==> src/fsb_params.svh <==
`ifndef FSB_PARAMS_SVH
`define FSB_PARAMS_SVH

// ==========================================================================
// Register map (byte addresses on the Avalon-MM slave)
`define FSB_OFS_OE_CTRL    8'h00
`define FSB_OFS_STATE      8'h04
`define FSB_OFS_IRQ_STAT   8'h08
`define FSB_OFS_IRQ_MASK   8'h0c

// ==========================================================================
// Reset values
`define FSB_RST_OE_CTRL    16'hffff
`define FSB_RST_SB_CTRL    16'hffff
`define FSB_RST_IRQ_MASK   4'h0

// ==========================================================================
// Field positions
`define FSB_ST_SB_MODE     0
`define FSB_ST_RUNNING     1
`define FSB_ST_PWR_DOWN    2
`define FSB_ST_REF_LOST    3
`define FSB_ST_FAST_SLEW   4
`define FSB_ST_ADDR_LSB    8
`define FSB_ST_SBCTL_LSB   16
`define FSB_EV_REF_LOST    0
`define FSB_EV_REF_BACK    1
`define FSB_EV_SB_LOAD     2
`define FSB_EV_PWR_DOWN    3

// ==========================================================================
// Sizes and timing
`define FSB_N_OUT          16
`define FSB_N_EV           4
`define FSB_CLK_PERIOD_NS  8
`define FSB_REF_LOSS_NS    200
`define FSB_REF_LOSS_CYC   ((`FSB_REF_LOSS_NS + `FSB_CLK_PERIOD_NS - 1) / `FSB_CLK_PERIOD_NS)

`endif

==> src/fsb_pkg.sv <==
package fsb_pkg;

  // ========================================================================
  // Start-up and power state
  typedef enum logic [1:0] {
    FSB_WAIT_PG,
    FSB_RUN,
    FSB_PDN
  } fsb_state_e;

  // ========================================================================
  // All pins that arrive from outside the clock domain, synchronised as one
  typedef struct packed {
    logic [15:0] out_en_n;
    logic        strap;
    logic        power_good;
    logic        ref_level;
    logic        edge_speed;
    logic [1:0]  addr_a;
    logic [1:0]  addr_b;
  } fsb_pins_s;

endpackage : fsb_pkg

==> src/fsb_ctrl.sv <==
`timescale 1ns/10ps
`include "fsb_params.svh"

module fsb_ctrl
  import fsb_pkg::*;
#(
  parameter int SB_LEN     = 16,
  parameter bit VARIANT_16 = 1'b1
) (
  // Clock and reset
  input  wire logic                  CLK,
  input  wire logic                  SRST,
  // Avalon-MM register slave
  input  wire logic [7:0]            AVS_ADDRESS,
  input  wire logic                  AVS_READ,
  input  wire logic                  AVS_WRITE,
  input  wire logic [31:0]           AVS_WRITEDATA,
  input  wire logic [3:0]            AVS_BYTEENABLE,
  output logic      [31:0]           AVS_READDATA,
  output logic                       AVS_WAITREQUEST,
  output logic                       IRQ,
  // Enable pins, straps and sequencing inputs
  input  wire logic [`FSB_N_OUT-1:0] OUT_EN_N,
  input  wire logic                  SIDEBAND_SELECT_STRAP,
  input  wire logic                  POWER_GOOD_OR_DOWN_N,
  input  wire logic                  REF_IN_P,
  input  wire logic                  REF_IN_N,
  input  wire logic                  EDGE_SPEED_SELECT,
  input  wire logic [1:0]            BUS_ADDR_STRAP_A,
  input  wire logic [1:0]            BUS_ADDR_STRAP_B,
  // Control outputs toward the clock path
  output logic      [`FSB_N_OUT-1:0] FANOUT_EN,
  output logic                       FAST_SLEW,
  output logic      [3:0]            BUS_ADDR_SEL,
  output logic                       POWER_DOWN,
  // Open-drain loss indicator and serial data out on the output-2 pin
  output logic                       REF_ABSENT_N_O,
  output logic                       REF_ABSENT_N_OE,
  output logic                       SERIAL_OUT_O,
  output logic                       SERIAL_OUT_OE
);

  // ========================================================================
  // Pin synchronisers
  fsb_pins_s pin_raw;
  fsb_pins_s pin_s1;
  fsb_pins_s pin_s2;
  fsb_pins_s pin_s3;

  // Bundle the pins; the reference is seen as the sign of its pair
  assign pin_raw.out_en_n   = OUT_EN_N;
  assign pin_raw.strap      = SIDEBAND_SELECT_STRAP;
  assign pin_raw.power_good = POWER_GOOD_OR_DOWN_N;
  assign pin_raw.ref_level  = REF_IN_P & ~REF_IN_N;
  assign pin_raw.edge_speed = EDGE_SPEED_SELECT;
  assign pin_raw.addr_a     = BUS_ADDR_STRAP_A;
  assign pin_raw.addr_b     = BUS_ADDR_STRAP_B;

  // Two stages, plus a third kept only for edge detection on stage two
  always_ff @(posedge CLK) begin
    pin_s1 <= pin_raw;
    pin_s2 <= pin_s1;
    pin_s3 <= pin_s2;
  end

  // ========================================================================
  // Start-up and power-down sequencing
  fsb_state_e state;
  fsb_state_e next_state;
  logic       sb_mode;
  logic       slew_latch;
  logic [1:0] addr_a_latch;
  logic [1:0] addr_b_latch;
  wire        pg       = pin_s2.power_good;
  wire        start_up = (state == FSB_WAIT_PG) && pg;
  wire        running  = (state == FSB_RUN);

  // First high power-good starts us; later lows and highs toggle power-down
  always_comb begin
    next_state = state;
    case (state)
      FSB_WAIT_PG: if (pg) next_state = FSB_RUN;
      FSB_RUN:     if (!pg) next_state = FSB_PDN;
      FSB_PDN:     if (pg) next_state = FSB_RUN;
      default:     next_state = FSB_WAIT_PG;
    endcase
  end

  always_ff @(posedge CLK) begin
    if (SRST) state <= FSB_WAIT_PG;
    else      state <= next_state;
  end

  // Straps are caught once; the strap is trusted to stay put afterwards
  always_ff @(posedge CLK) begin
    if (SRST) begin
      sb_mode      <= 1'b0;
      slew_latch   <= 1'b0;
      addr_a_latch <= 2'h0;
      addr_b_latch <= 2'h0;
    end else if (start_up) begin
      sb_mode      <= pin_s2.strap;
      slew_latch   <= pin_s2.edge_speed;
      addr_a_latch <= pin_s2.addr_a;
      addr_b_latch <= pin_s2.addr_b;
    end
  end

  // ========================================================================
  // Tri-level address decode: low, mid, high per strap, nine addresses
  wire [3:0] addr_a_val = (addr_a_latch == 2'h0) ? 4'h0 : (addr_a_latch == 2'h1) ? 4'h1 : 4'h2;
  wire [3:0] addr_b_val = (addr_b_latch == 2'h0) ? 4'h0 : (addr_b_latch == 2'h1) ? 4'h1 : 4'h2;
  wire [3:0] addr_sel   = 4'((addr_a_val << 1) + addr_a_val + addr_b_val);

  // ========================================================================
  // Side-band serial port
  localparam logic [`FSB_N_OUT-1:0] MUX_MASK16 = 16'h2224;
  localparam logic [`FSB_N_OUT-1:0] MUX_MASK13 = 16'h2244;
  // Shared enable pins differ between the two package variants
  wire [`FSB_N_OUT-1:0] mux_mask   = VARIANT_16 ? MUX_MASK16 : MUX_MASK13;
  wire                  sclk_now   = VARIANT_16 ? pin_s2.out_en_n[5] : pin_s2.out_en_n[6];
  wire                  sclk_prev  = VARIANT_16 ? pin_s3.out_en_n[5] : pin_s3.out_en_n[6];
  wire                  sdi        = pin_s2.out_en_n[9];
  wire                  ld_lvl     = pin_s2.out_en_n[13];
  wire                  sclk_rise  = sb_mode && sclk_now && !sclk_prev;
  wire                  ld_fall    = sb_mode && !ld_lvl && pin_s3.out_en_n[13];
  wire                  shift_now  = sclk_rise && ld_lvl;

  logic [SB_LEN-1:0]     shreg;
  logic [`FSB_N_OUT-1:0] sb_ctrl;

  // Shift on a sampled clock edge; the link clock is slow against CLK
  always_ff @(posedge CLK) begin
    if (SRST)           shreg <= '0;
    else if (shift_now) shreg <= {shreg[SB_LEN-2:0], sdi};
  end

  // Falling load edge commits the whole shift register at once
  always_ff @(posedge CLK) begin
    if (SRST)         sb_ctrl <= `FSB_RST_SB_CTRL;
    else if (ld_fall) sb_ctrl <= `FSB_N_OUT'(shreg);
  end

  // Serial out drives the pin only in side-band mode, else it is an input
  always_ff @(posedge CLK) begin
    if (SRST) begin
      SERIAL_OUT_O  <= 1'b0;
      SERIAL_OUT_OE <= 1'b0;
    end else begin
      SERIAL_OUT_O  <= shreg[SB_LEN-1];
      SERIAL_OUT_OE <= sb_mode;
    end
  end

  // ========================================================================
  // Reference loss detector: no edge within the window means lost
  localparam int LOSS_CYC = `FSB_REF_LOSS_CYC;
  logic [7:0] ref_idle;
  logic       ref_lost;
  wire        ref_edge = pin_s2.ref_level ^ pin_s3.ref_level;
  wire        ref_lost_next = (ref_idle >= 8'(LOSS_CYC - 1)) && !ref_edge;

  // Saturating idle counter avoids wrap-around false recovery
  always_ff @(posedge CLK) begin
    if (SRST) begin
      ref_idle <= 8'h0;
      ref_lost <= 1'b0;
    end else begin
      ref_idle <= ref_edge ? 8'h0 : (ref_lost_next ? ref_idle : ref_idle + 8'h1);
      ref_lost <= ref_lost_next;
    end
  end

  // ========================================================================
  // Avalon-MM slave: one wait cycle, then the answer
  logic [`FSB_N_OUT-1:0] oe_ctrl;
  logic [`FSB_N_EV-1:0]  irq_stat;
  logic [`FSB_N_EV-1:0]  irq_mask;
  wire                   req    = AVS_READ | AVS_WRITE;
  wire                   acc    = req & ~AVS_WAITREQUEST;
  wire                   wr_acc = acc & AVS_WRITE;
  wire [31:0]            wmask  = {{8{AVS_BYTEENABLE[3]}}, {8{AVS_BYTEENABLE[2]}},
                                   {8{AVS_BYTEENABLE[1]}}, {8{AVS_BYTEENABLE[0]}}};
  wire [31:0]            wbits  = AVS_WRITEDATA & wmask;
  wire                   hit_oe = (AVS_ADDRESS == `FSB_OFS_OE_CTRL);
  wire                   hit_st = (AVS_ADDRESS == `FSB_OFS_STATE);
  wire                   hit_is = (AVS_ADDRESS == `FSB_OFS_IRQ_STAT);
  wire                   hit_im = (AVS_ADDRESS == `FSB_OFS_IRQ_MASK);

  // State word shows the block's own status and the latched side-band word
  wire [31:0] state_word = {sb_ctrl, 4'h0, addr_sel, 3'h0, slew_latch, ref_lost,
                            (state == FSB_PDN), running, sb_mode};
  // Unmapped addresses read as zero and ignore writes
  wire [31:0] rd_mux = hit_oe ? {16'h0, oe_ctrl} :
                       hit_st ? state_word :
                       hit_is ? {28'h0, irq_stat} :
                       hit_im ? {28'h0, irq_mask} : 32'h0;

  // Waitrequest idles high and drops for exactly one cycle per request
  always_ff @(posedge CLK) begin
    if (SRST) AVS_WAITREQUEST <= 1'b1;
    else      AVS_WAITREQUEST <= ~(req & AVS_WAITREQUEST);
  end

  // Read data is captured in the wait cycle and holds afterwards
  always_ff @(posedge CLK) begin
    if (SRST)                             AVS_READDATA <= 32'h0;
    else if (AVS_READ && AVS_WAITREQUEST) AVS_READDATA <= rd_mux;
  end

  // Software output enables, one per output, 1 keeps the output on
  always_ff @(posedge CLK) begin
    if (SRST)                oe_ctrl <= `FSB_RST_OE_CTRL;
    else if (wr_acc && hit_oe) oe_ctrl <= (oe_ctrl & ~wmask[15:0]) | wbits[15:0];
  end

  always_ff @(posedge CLK) begin
    if (SRST)                irq_mask <= `FSB_RST_IRQ_MASK;
    else if (wr_acc && hit_im) irq_mask <= (irq_mask & ~wmask[3:0]) | wbits[3:0];
  end

  // ========================================================================
  // Interrupts: sticky events, write one to clear, a new event wins
  wire [`FSB_N_EV-1:0] events;
  wire [`FSB_N_EV-1:0] clr = (wr_acc && hit_is) ? wbits[3:0] : 4'h0;

  assign events[`FSB_EV_REF_LOST] = ref_lost_next & ~ref_lost;
  assign events[`FSB_EV_REF_BACK] = ~ref_lost_next & ref_lost;
  assign events[`FSB_EV_SB_LOAD]  = ld_fall;
  assign events[`FSB_EV_PWR_DOWN] = running && !pg;

  always_ff @(posedge CLK) begin
    if (SRST) irq_stat <= 4'h0;
    else      irq_stat <= events | (irq_stat & ~clr);
  end

  always_ff @(posedge CLK) begin
    if (SRST) IRQ <= 1'b0;
    else      IRQ <= |((events | (irq_stat & ~clr)) & irq_mask);
  end

  // ========================================================================
  // Output enables: pin or side-band word, and the software bit, when running
  wire [`FSB_N_OUT-1:0] pin_en  = ~pin_s2.out_en_n;
  wire [`FSB_N_OUT-1:0] sel_en  = sb_mode ? ((pin_en & ~mux_mask) | (sb_ctrl & mux_mask))
                                          : pin_en;
  wire [`FSB_N_OUT-1:0] next_en = (running && pg) ? (sel_en & oe_ctrl)
                                                  : '0;

  always_ff @(posedge CLK) begin
    if (SRST) begin
      FANOUT_EN       <= '0;
      FAST_SLEW       <= 1'b0;
      BUS_ADDR_SEL    <= 4'h0;
      POWER_DOWN      <= 1'b1;
      REF_ABSENT_N_O  <= 1'b0;
      REF_ABSENT_N_OE <= 1'b0;
    end else begin
      FANOUT_EN       <= next_en;
      FAST_SLEW       <= slew_latch;
      BUS_ADDR_SEL    <= addr_sel;
      POWER_DOWN      <= !(running && pg);
      REF_ABSENT_N_O  <= 1'b0;
      REF_ABSENT_N_OE <= ref_lost;
    end
  end

  // ========================================================================
  // Assertions
  property p_pin_low_enables;
    @(posedge CLK) disable iff (SRST)
      (running && pg && oe_ctrl[0] && !pin_s2.out_en_n[0]) |=> FANOUT_EN[0];
  endproperty
  a_pin_low_enables: assert property (p_pin_low_enables) else $error("enable pin low ignored");

  property p_strap_off_no_drive;
    @(posedge CLK) disable iff (SRST) !sb_mode |=> !SERIAL_OUT_OE;
  endproperty
  a_strap_off_no_drive: assert property (p_strap_off_no_drive) else $error("serial pin driven");

  property p_unshared_kept;
    @(posedge CLK) disable iff (SRST)
      (sb_mode && running && pg && !oe_ctrl[0]) |=> !FANOUT_EN[0];
  endproperty
  a_unshared_kept: assert property (p_unshared_kept) else $error("software enable ignored");

  property p_shift_gated;
    @(posedge CLK) disable iff (SRST) (sb_mode && !ld_lvl) |=> $stable(shreg);
  endproperty
  a_shift_gated: assert property (p_shift_gated) else $error("shift while load low");

  property p_load_copy;
    @(posedge CLK) disable iff (SRST) ld_fall |=> (sb_ctrl == `FSB_N_OUT'($past(shreg)));
  endproperty
  a_load_copy: assert property (p_load_copy) else $error("load did not copy");

  property p_shift_in;
    @(posedge CLK) disable iff (SRST)
      shift_now |=> (shreg[0] == $past(sdi)) && (shreg[SB_LEN-1:1] == $past(shreg[SB_LEN-2:0]));
  endproperty
  a_shift_in: assert property (p_shift_in) else $error("shift wrong");

  property p_serial_out;
    @(posedge CLK) disable iff (SRST)
      sb_mode ##1 sb_mode |-> SERIAL_OUT_OE && (SERIAL_OUT_O == $past(shreg[SB_LEN-1]));
  endproperty
  a_serial_out: assert property (p_serial_out) else $error("serial out wrong");

  property p_start_latch;
    @(posedge CLK) disable iff (SRST)
      start_up |=> running && (sb_mode == $past(pin_s2.strap)) ##1 !POWER_DOWN || !pg;
  endproperty
  a_start_latch: assert property (p_start_latch) else $error("start-up wrong");

  property p_power_down;
    @(posedge CLK) disable iff (SRST)
      (running && !pg) |=> (state == FSB_PDN) && POWER_DOWN && (FANOUT_EN == '0);
  endproperty
  a_power_down: assert property (p_power_down) else $error("power-down missed");

  property p_ref_loss;
    @(posedge CLK) disable iff (SRST) ref_lost |=> REF_ABSENT_N_OE && !REF_ABSENT_N_O;
  endproperty
  a_ref_loss: assert property (p_ref_loss) else $error("loss indicator not low");

  property p_slew;
    @(posedge CLK) disable iff (SRST) start_up |=> ##1 (FAST_SLEW == $past(pin_s2.edge_speed, 2));
  endproperty
  a_slew: assert property (p_slew) else $error("slew select wrong");

  property p_sb_enable;
    @(posedge CLK) disable iff (SRST)
      (sb_mode && running && pg && oe_ctrl[9]) |=> (FANOUT_EN[9] == $past(sb_ctrl[9]));
  endproperty
  a_sb_enable: assert property (p_sb_enable) else $error("side-band enable ignored");

  property p_pin_high_disables;
    @(posedge CLK) disable iff (SRST) (!sb_mode && pin_s2.out_en_n[3]) |=> !FANOUT_EN[3];
  endproperty
  a_pin_high_disables: assert property (p_pin_high_disables) else $error("pin high ignored");

  property p_no_shift_off;
    @(posedge CLK) disable iff (SRST) !sb_mode |=> $stable(shreg) && $stable(sb_ctrl);
  endproperty
  a_no_shift_off: assert property (p_no_shift_off) else $error("side-band active while off");

  property p_ref_release;
    @(posedge CLK) disable iff (SRST) !ref_lost |=> !REF_ABSENT_N_OE;
  endproperty
  a_ref_release: assert property (p_ref_release) else $error("loss indicator stuck low");

  property p_addr_range;
    @(posedge CLK) disable iff (SRST) running |-> (BUS_ADDR_SEL <= 4'h8);
  endproperty
  a_addr_range: assert property (p_addr_range) else $error("bus address out of range");

endmodule : fsb_ctrl

==> config.mk <==
export PLATFORM = sky130hd
export DESIGN_NAME = fsb_ctrl
export DESIGN_NICKNAME = d
export VERILOG_FILES = /design/src/fsb_pkg.sv /design/src/fsb_ctrl.sv
export VERILOG_INCLUDE_DIRS = /design/src
export SDC_FILE = /design/constraint.sdc
export NUM_CORES = 1
export LEC_CHECK = 0
export ABC_CLOCK_PERIOD_IN_PS = 2400
export CAP_MARGIN = 20
export CORE_UTILIZATION = 60
export DETAILED_ROUTE_END_ITERATION = 16
export DONT_BUFFER_PORTS = 1
export HOLD_SLACK_MARGIN = 0.03
export PLACE_DENSITY = 0.79
export SLEW_MARGIN = 20
export SYNTH_ARGS = -nofsm -noshare
export SYNTH_HDL_FRONTEND = slang
export SYNTH_SLANG_ARGS = --single-unit
==> constraint.sdc <==
create_clock -name CLK -period 2.4 [get_ports CLK]
set_clock_uncertainty 0.2 [all_clocks]
set_input_delay 0.36 -clock CLK [delete_from_list [all_inputs] [get_ports CLK]]
set_output_delay 0.36 -clock CLK [all_outputs]
set_load 0.01 [all_outputs]
After elaboration in Yosys (flattened, before gate mapping)
Index checks and enable logic that the tools add are counted.
{ "classes": {"eq_ne": 9, "bitwise_logic": 28, "n_mux": 13, "reduce_logical": 27, "add_sub_neg": 3, "magnitude_cmp": 1} }
{ "op_table": {"columns": ["operator", "count"], "rows": [
  ["32-bit 2-to-1 mux", 2],
  ["16-bit bitwise AND", 3],
  ["16-bit inverter", 2],
  ["8-bit by 4-bit equality test with 1-bit output, second input constant", 2],
  ["16-bit 2-to-1 mux", 1],
  ["16-bit by 14-bit bitwise OR with 16-bit output", 1],
  ["16-bit bitwise OR", 1],
  ["1-bit logical AND", 13],
  ["4-bit bitwise AND", 3],
  ["2-bit 2-to-1 mux", 6],
  ["4-bit 2-to-1 mux", 3],
  ["8-bit by 1-bit adder with 8-bit output, second input constant", 1],
  ["8-bit by 3-bit equality test with 1-bit output, second input constant", 1],
  ["8-bit by 5-bit greater-or-equal comparator with 1-bit output, second input constant", 1],
  ["8-bit logical NOT", 1],
  ["4-bit inverter", 2],
  ["4-bit bitwise OR", 2],
  ["1-bit bitwise AND", 6],
  ["2-bit by 1-bit equality test with 1-bit output, second input constant", 3],
  ["2-bit logical NOT", 3],
  ["1-bit inverter", 6],
  ["2-bit OR reduction", 3],
  ["1-bit logical NOT", 5],
  ["3-bit by 2-bit adder with 4-bit output", 1],
  ["9 further kinds", 9]
]} }
{ "totals": {"regBits": 195, "elab_cells": 119, "input_bits": 73} }

Logic depth before layout (Yosys ltp)
{ "depth": {"ltp_word": 10, "depth_mapped": 7, "ltp_nobuf": 6} }

Worst setup path after synthesis
OpenSTA, ideal clock, no wires.
{ "synth_path": {"path_type": "register -> register", "startpoint": "register addr_a_latch[1]", "endpoint": "register AVS_READDATA[10]", "arrival_time_ps": 1863, "setup_ps": 128, "slack_ps": 210, "required_ps": 2072, "n_path_buf": 0, "stages_incl_launch_ff": 7, "cell_sequence": "dfxtp_1 > or2_2 > ha_1 > ha_1 > fa_1 > a222oi_1 > nor2_1"} }
{ "synth_via": {"elab_chain_cells": 7} }
{ "synth_lines": {"columns": ["element", "line_no", "rtl"], "rows": [
  ["start, declared", "fsb_ctrl.sv:72", "logic [1:0] addr_a_latch;"],
  ["start signal, assigned", "fsb_ctrl.sv:104", "addr_a_latch <= pin_s2.addr_a;"],
  ["2-bit by 1-bit equality test with 1-bit output", "fsb_ctrl.sv:111", "wire [3:0] addr_a_val = (addr_a_latch == 2'h0) ? 4'h0 : (addr_a_latch == 2'h1) ? 4'h1 : 4'h2;"],
  ["2-bit 2-to-1 mux", "fsb_ctrl.sv:111", null],
  ["2-bit 2-to-1 mux *", "fsb_ctrl.sv:111", null],
  ["3-bit by 2-bit adder with 4-bit output *", "fsb_ctrl.sv:113", "wire [3:0] addr_sel = 4'((addr_a_val << 1) + addr_a_val + addr_b_val);"],
  ["4-bit by 2-bit adder with 4-bit output *", "fsb_ctrl.sv:113", null],
  ["named net addr_sel[2]", "fsb_ctrl.sv:113", null],
  ["32-bit 2-to-1 mux *", "fsb_ctrl.sv:195", "hit_st ? state_word :"],
  ["32-bit 2-to-1 mux *", "fsb_ctrl.sv:194", "wire [31:0] rd_mux = hit_oe ? {16'h0, oe_ctrl} :"],
  ["end signal, assigned", "fsb_ctrl.sv:208", "else if (AVS_READ && AVS_WAITREQUEST) AVS_READDATA <= rd_mux;"],
  ["end, declared", "fsb_ctrl.sv:19", "output logic [31:0] AVS_READDATA,"]
]} }
The timed path passes the listed nets; every way through them passes the cells marked *.
A chain may end at the register's enable or synchronous reset.

Worst setup path after layout
{ "layout_path": {"startpoint": "register addr_a_latch[0]", "endpoint": "register AVS_READDATA[10]"} }
The elaborated chain is that of the path after synthesis.

==> metrics <==
I/O Buffers 0; total track usage between 20% and 30%; Syn Area/Cell 10.18 µm²; layout cell share with drive strength beyond 1 8.805%; fin cells 765; initial DRC count 234; flops & latches, synth ~180; die extent in x 101.0 µm; setup_tns 0 ps; CORE AREA ~0.0094 mm²; VDD IR max 0.6237 mV; cell taking the most area after synthesis dfxtp_1; PD cells 842.4 mW/mm²; Hold Worst Slack 54.39 ps; GPL Wtd Cong 0.8301; fraction of registers with async set/reset 0%; # diodes 0; top-area cell type share of the netlist area 62.28%; num ports 133; fin. max-slew vios 0; Nets 702; Die Y-Extent approximately 100 µm; Pwr Total 5.926 mW; CTS tree done; vias 4,248; die area 0.01020 mm²; Startpoint Class flop; hpwl dp 8121 µm; Skew-Pair Late Insertion Delay 520 ps; Slew @ Worst Pin around 570 ps; period utilization 95.47%; Final WS setup 108.6 ps; class of the worst hold path in2reg; FMAX around 0.44 GHz; First-pass DRT Iterations 5; syn_nets 657; post-route ant nets 0; initial core utilization between 60% and 70%; clock-pin transition on the worst setup and hold timing paths 70 ps; top cells by area, synth dfxtp_1, nand2_1, mux2i_1; critical path class reg2reg; leakage power roughly 2.9 nW; Post-Place Cells ~680; Max Cap Violations 0; FILL cells 630; Synth warnings 0; crit path DAT 2490 ps; GRT Residual Overflow 0; fin crit period 2291 ps; synth unique cells 45; Mapped Area 0.005882 mm²; Worst slew margin 61.68%; unrepaired setup endpoints after global routing false; first-pass GRT wire length 21,220 µm; largest fanout on the critical path 3; register area share after synthesis between 60% and 70%; final setup vio count 0; DRC 0; DP Worst Slack between 100 and 150 ps; FP Rows 35; CP required 2600 ps; number of flops mapped to enable cells by yosys 0; CTS Buf Count 17; vias per cell ~5.6; wire per inst about 17 µm; Post-Route WL 13,380 µm; endpoint class of the critical path flop; ys flop type dfxtp_1; CTS Root Cell clkbuf_8; number of H-tree levels 4; vias in the first global route 4,293; Cells after Synth 578; Final Hold Vio Count 0; P&R area growth vs syn 19.59%; clock sink count 183; Max Root-Sink Buffers 2; largest net degree at the start of global routing 73; status complete, no violations; initial antenna violation count 0
critical path, cell delays in order, from the launching register on:
cell and delay [ps]:
dfxtp_1 330, or2_2 270, ha_1 300, ha_1 220, fa_1 450, a222oi_1 330
nor2_1 70
synth_stat cells, types with 4 or more instances:
cell type / count
ha_1: 5
a222oi_1: 4
mux2i_1: 20
nand4_1: 4
and2_1: 7
a21oi_1: 30
nor3b_1: 12
dfxtp_1: 183
a22oi_1: 18
buf_4: 6
inv_1: 6
nand2_1: 109
nand3_1: 34
nor2b_1: 14
clkbuf_1: 28
nor2_1: 49
o21ai_0: 9
per-stage QoR:
stage	utilization, %	area [µm²]
global placement	63.78	5977
finish	75.06	7034
floorplan	-	5882
global route	75.06	7034
CTS	75.05	7033
detailed placement	63.78	5977
where the power goes:
| part | switching, mW | internal (mW) | leakage [nW] | total (mW) |
|---|---|---|---|---|
| logic | 0.134 | 0.120 | 1.10 | 0.254 |
| registers | 0.0528 | 3.12 | 1.50 | 3.17 |
| clock network | 1.16 | 1.35 | 0.267 | 2.50 |
layer usage:
metal | routed length, µm | vias up | GRT usage, %
met5 | 0 | - | 0
met4 | 382 | 0 | 13.82
met3 | 1059 | 34 | 8.391
met2 | 6493 | 186 | 46.63
met1 | 5447 | 2004 | 32.34
li1 | - | 2024 | -
cell type report:
cell class              instances  area [µm²]  area share (%)
clock inverters                12       92.59           1.316
inverters                       6       22.52          0.3202
multi-input cells             352        2033           28.90
flip-flops and latches        183        3664           52.08
well taps                     129       161.4           2.295
clock buffers                  20       445.4           6.332
repair buffers                 63       615.6           8.751
what timing repair did:
| action | in CTS | in global routing |
|---|---|---|
| hold buffers | 50 | 0 |
| hold endpoints to repair | 133 | 0 |
| setup buffers | 0 | 0 |
| setup endpoints to repair | 0 | 1 |
| gates resized for setup | 0 | 1 |
cells by family after synthesis:
group / share of synthesized area, %
XOR/XNOR: 0.5957
other: 0.06376
AO/OA/AOI/OAI: 8.296
adder cells (fa/ha/maj): 1.404
buffers and inverters: 3.169
AND/OR/NAND/NOR: 20.02
flip-flops: 62.28
multiplexers: 4.169
cell usage in the layout (no fill, tap or decap), types with 2 or more instances in the layout:
cell type        n
mux2i_1         20
and3_1           2
inv_1            6
clkbuf_8         3
clkinv_4         2
a31oi_1          2
and2_1           7
dlygate4sd3_1   49
buf_4           13
a22oi_1         18
clkbuf_16       16
a222oi_1         4
o21ai_0          9
xor2_1           3
dfxtp_1        183
nand2_1        109
nor3b_1         12
nor2_1          49
and3b_1          2
nand3_1         34
clkinv_2         3
nand4_1          4
a41oi_1          3
mux4_2           2
inv_6            6
ha_1             5
a2bb2oi_1        3
nor2b_1         14
nand4b_1         2
a21oi_1         30
worst paths after layout:
path / slack [ps] / start / endpoint / cells after the start
worst min-delay path: 50 / AVS_ADDRESS[3] / AVS_READDATA[2] / 3
worst max-delay path: 110 / addr_a_latch[0] / AVS_READDATA[10] / 6
worst max register to register: 110 / addr_a_latch[0] / AVS_READDATA[10] / 6
worst min register to register: 130 / pin_s1[5] / pin_s2[5] / 0
Note: power is estimated with default switching activity, not from simulation.
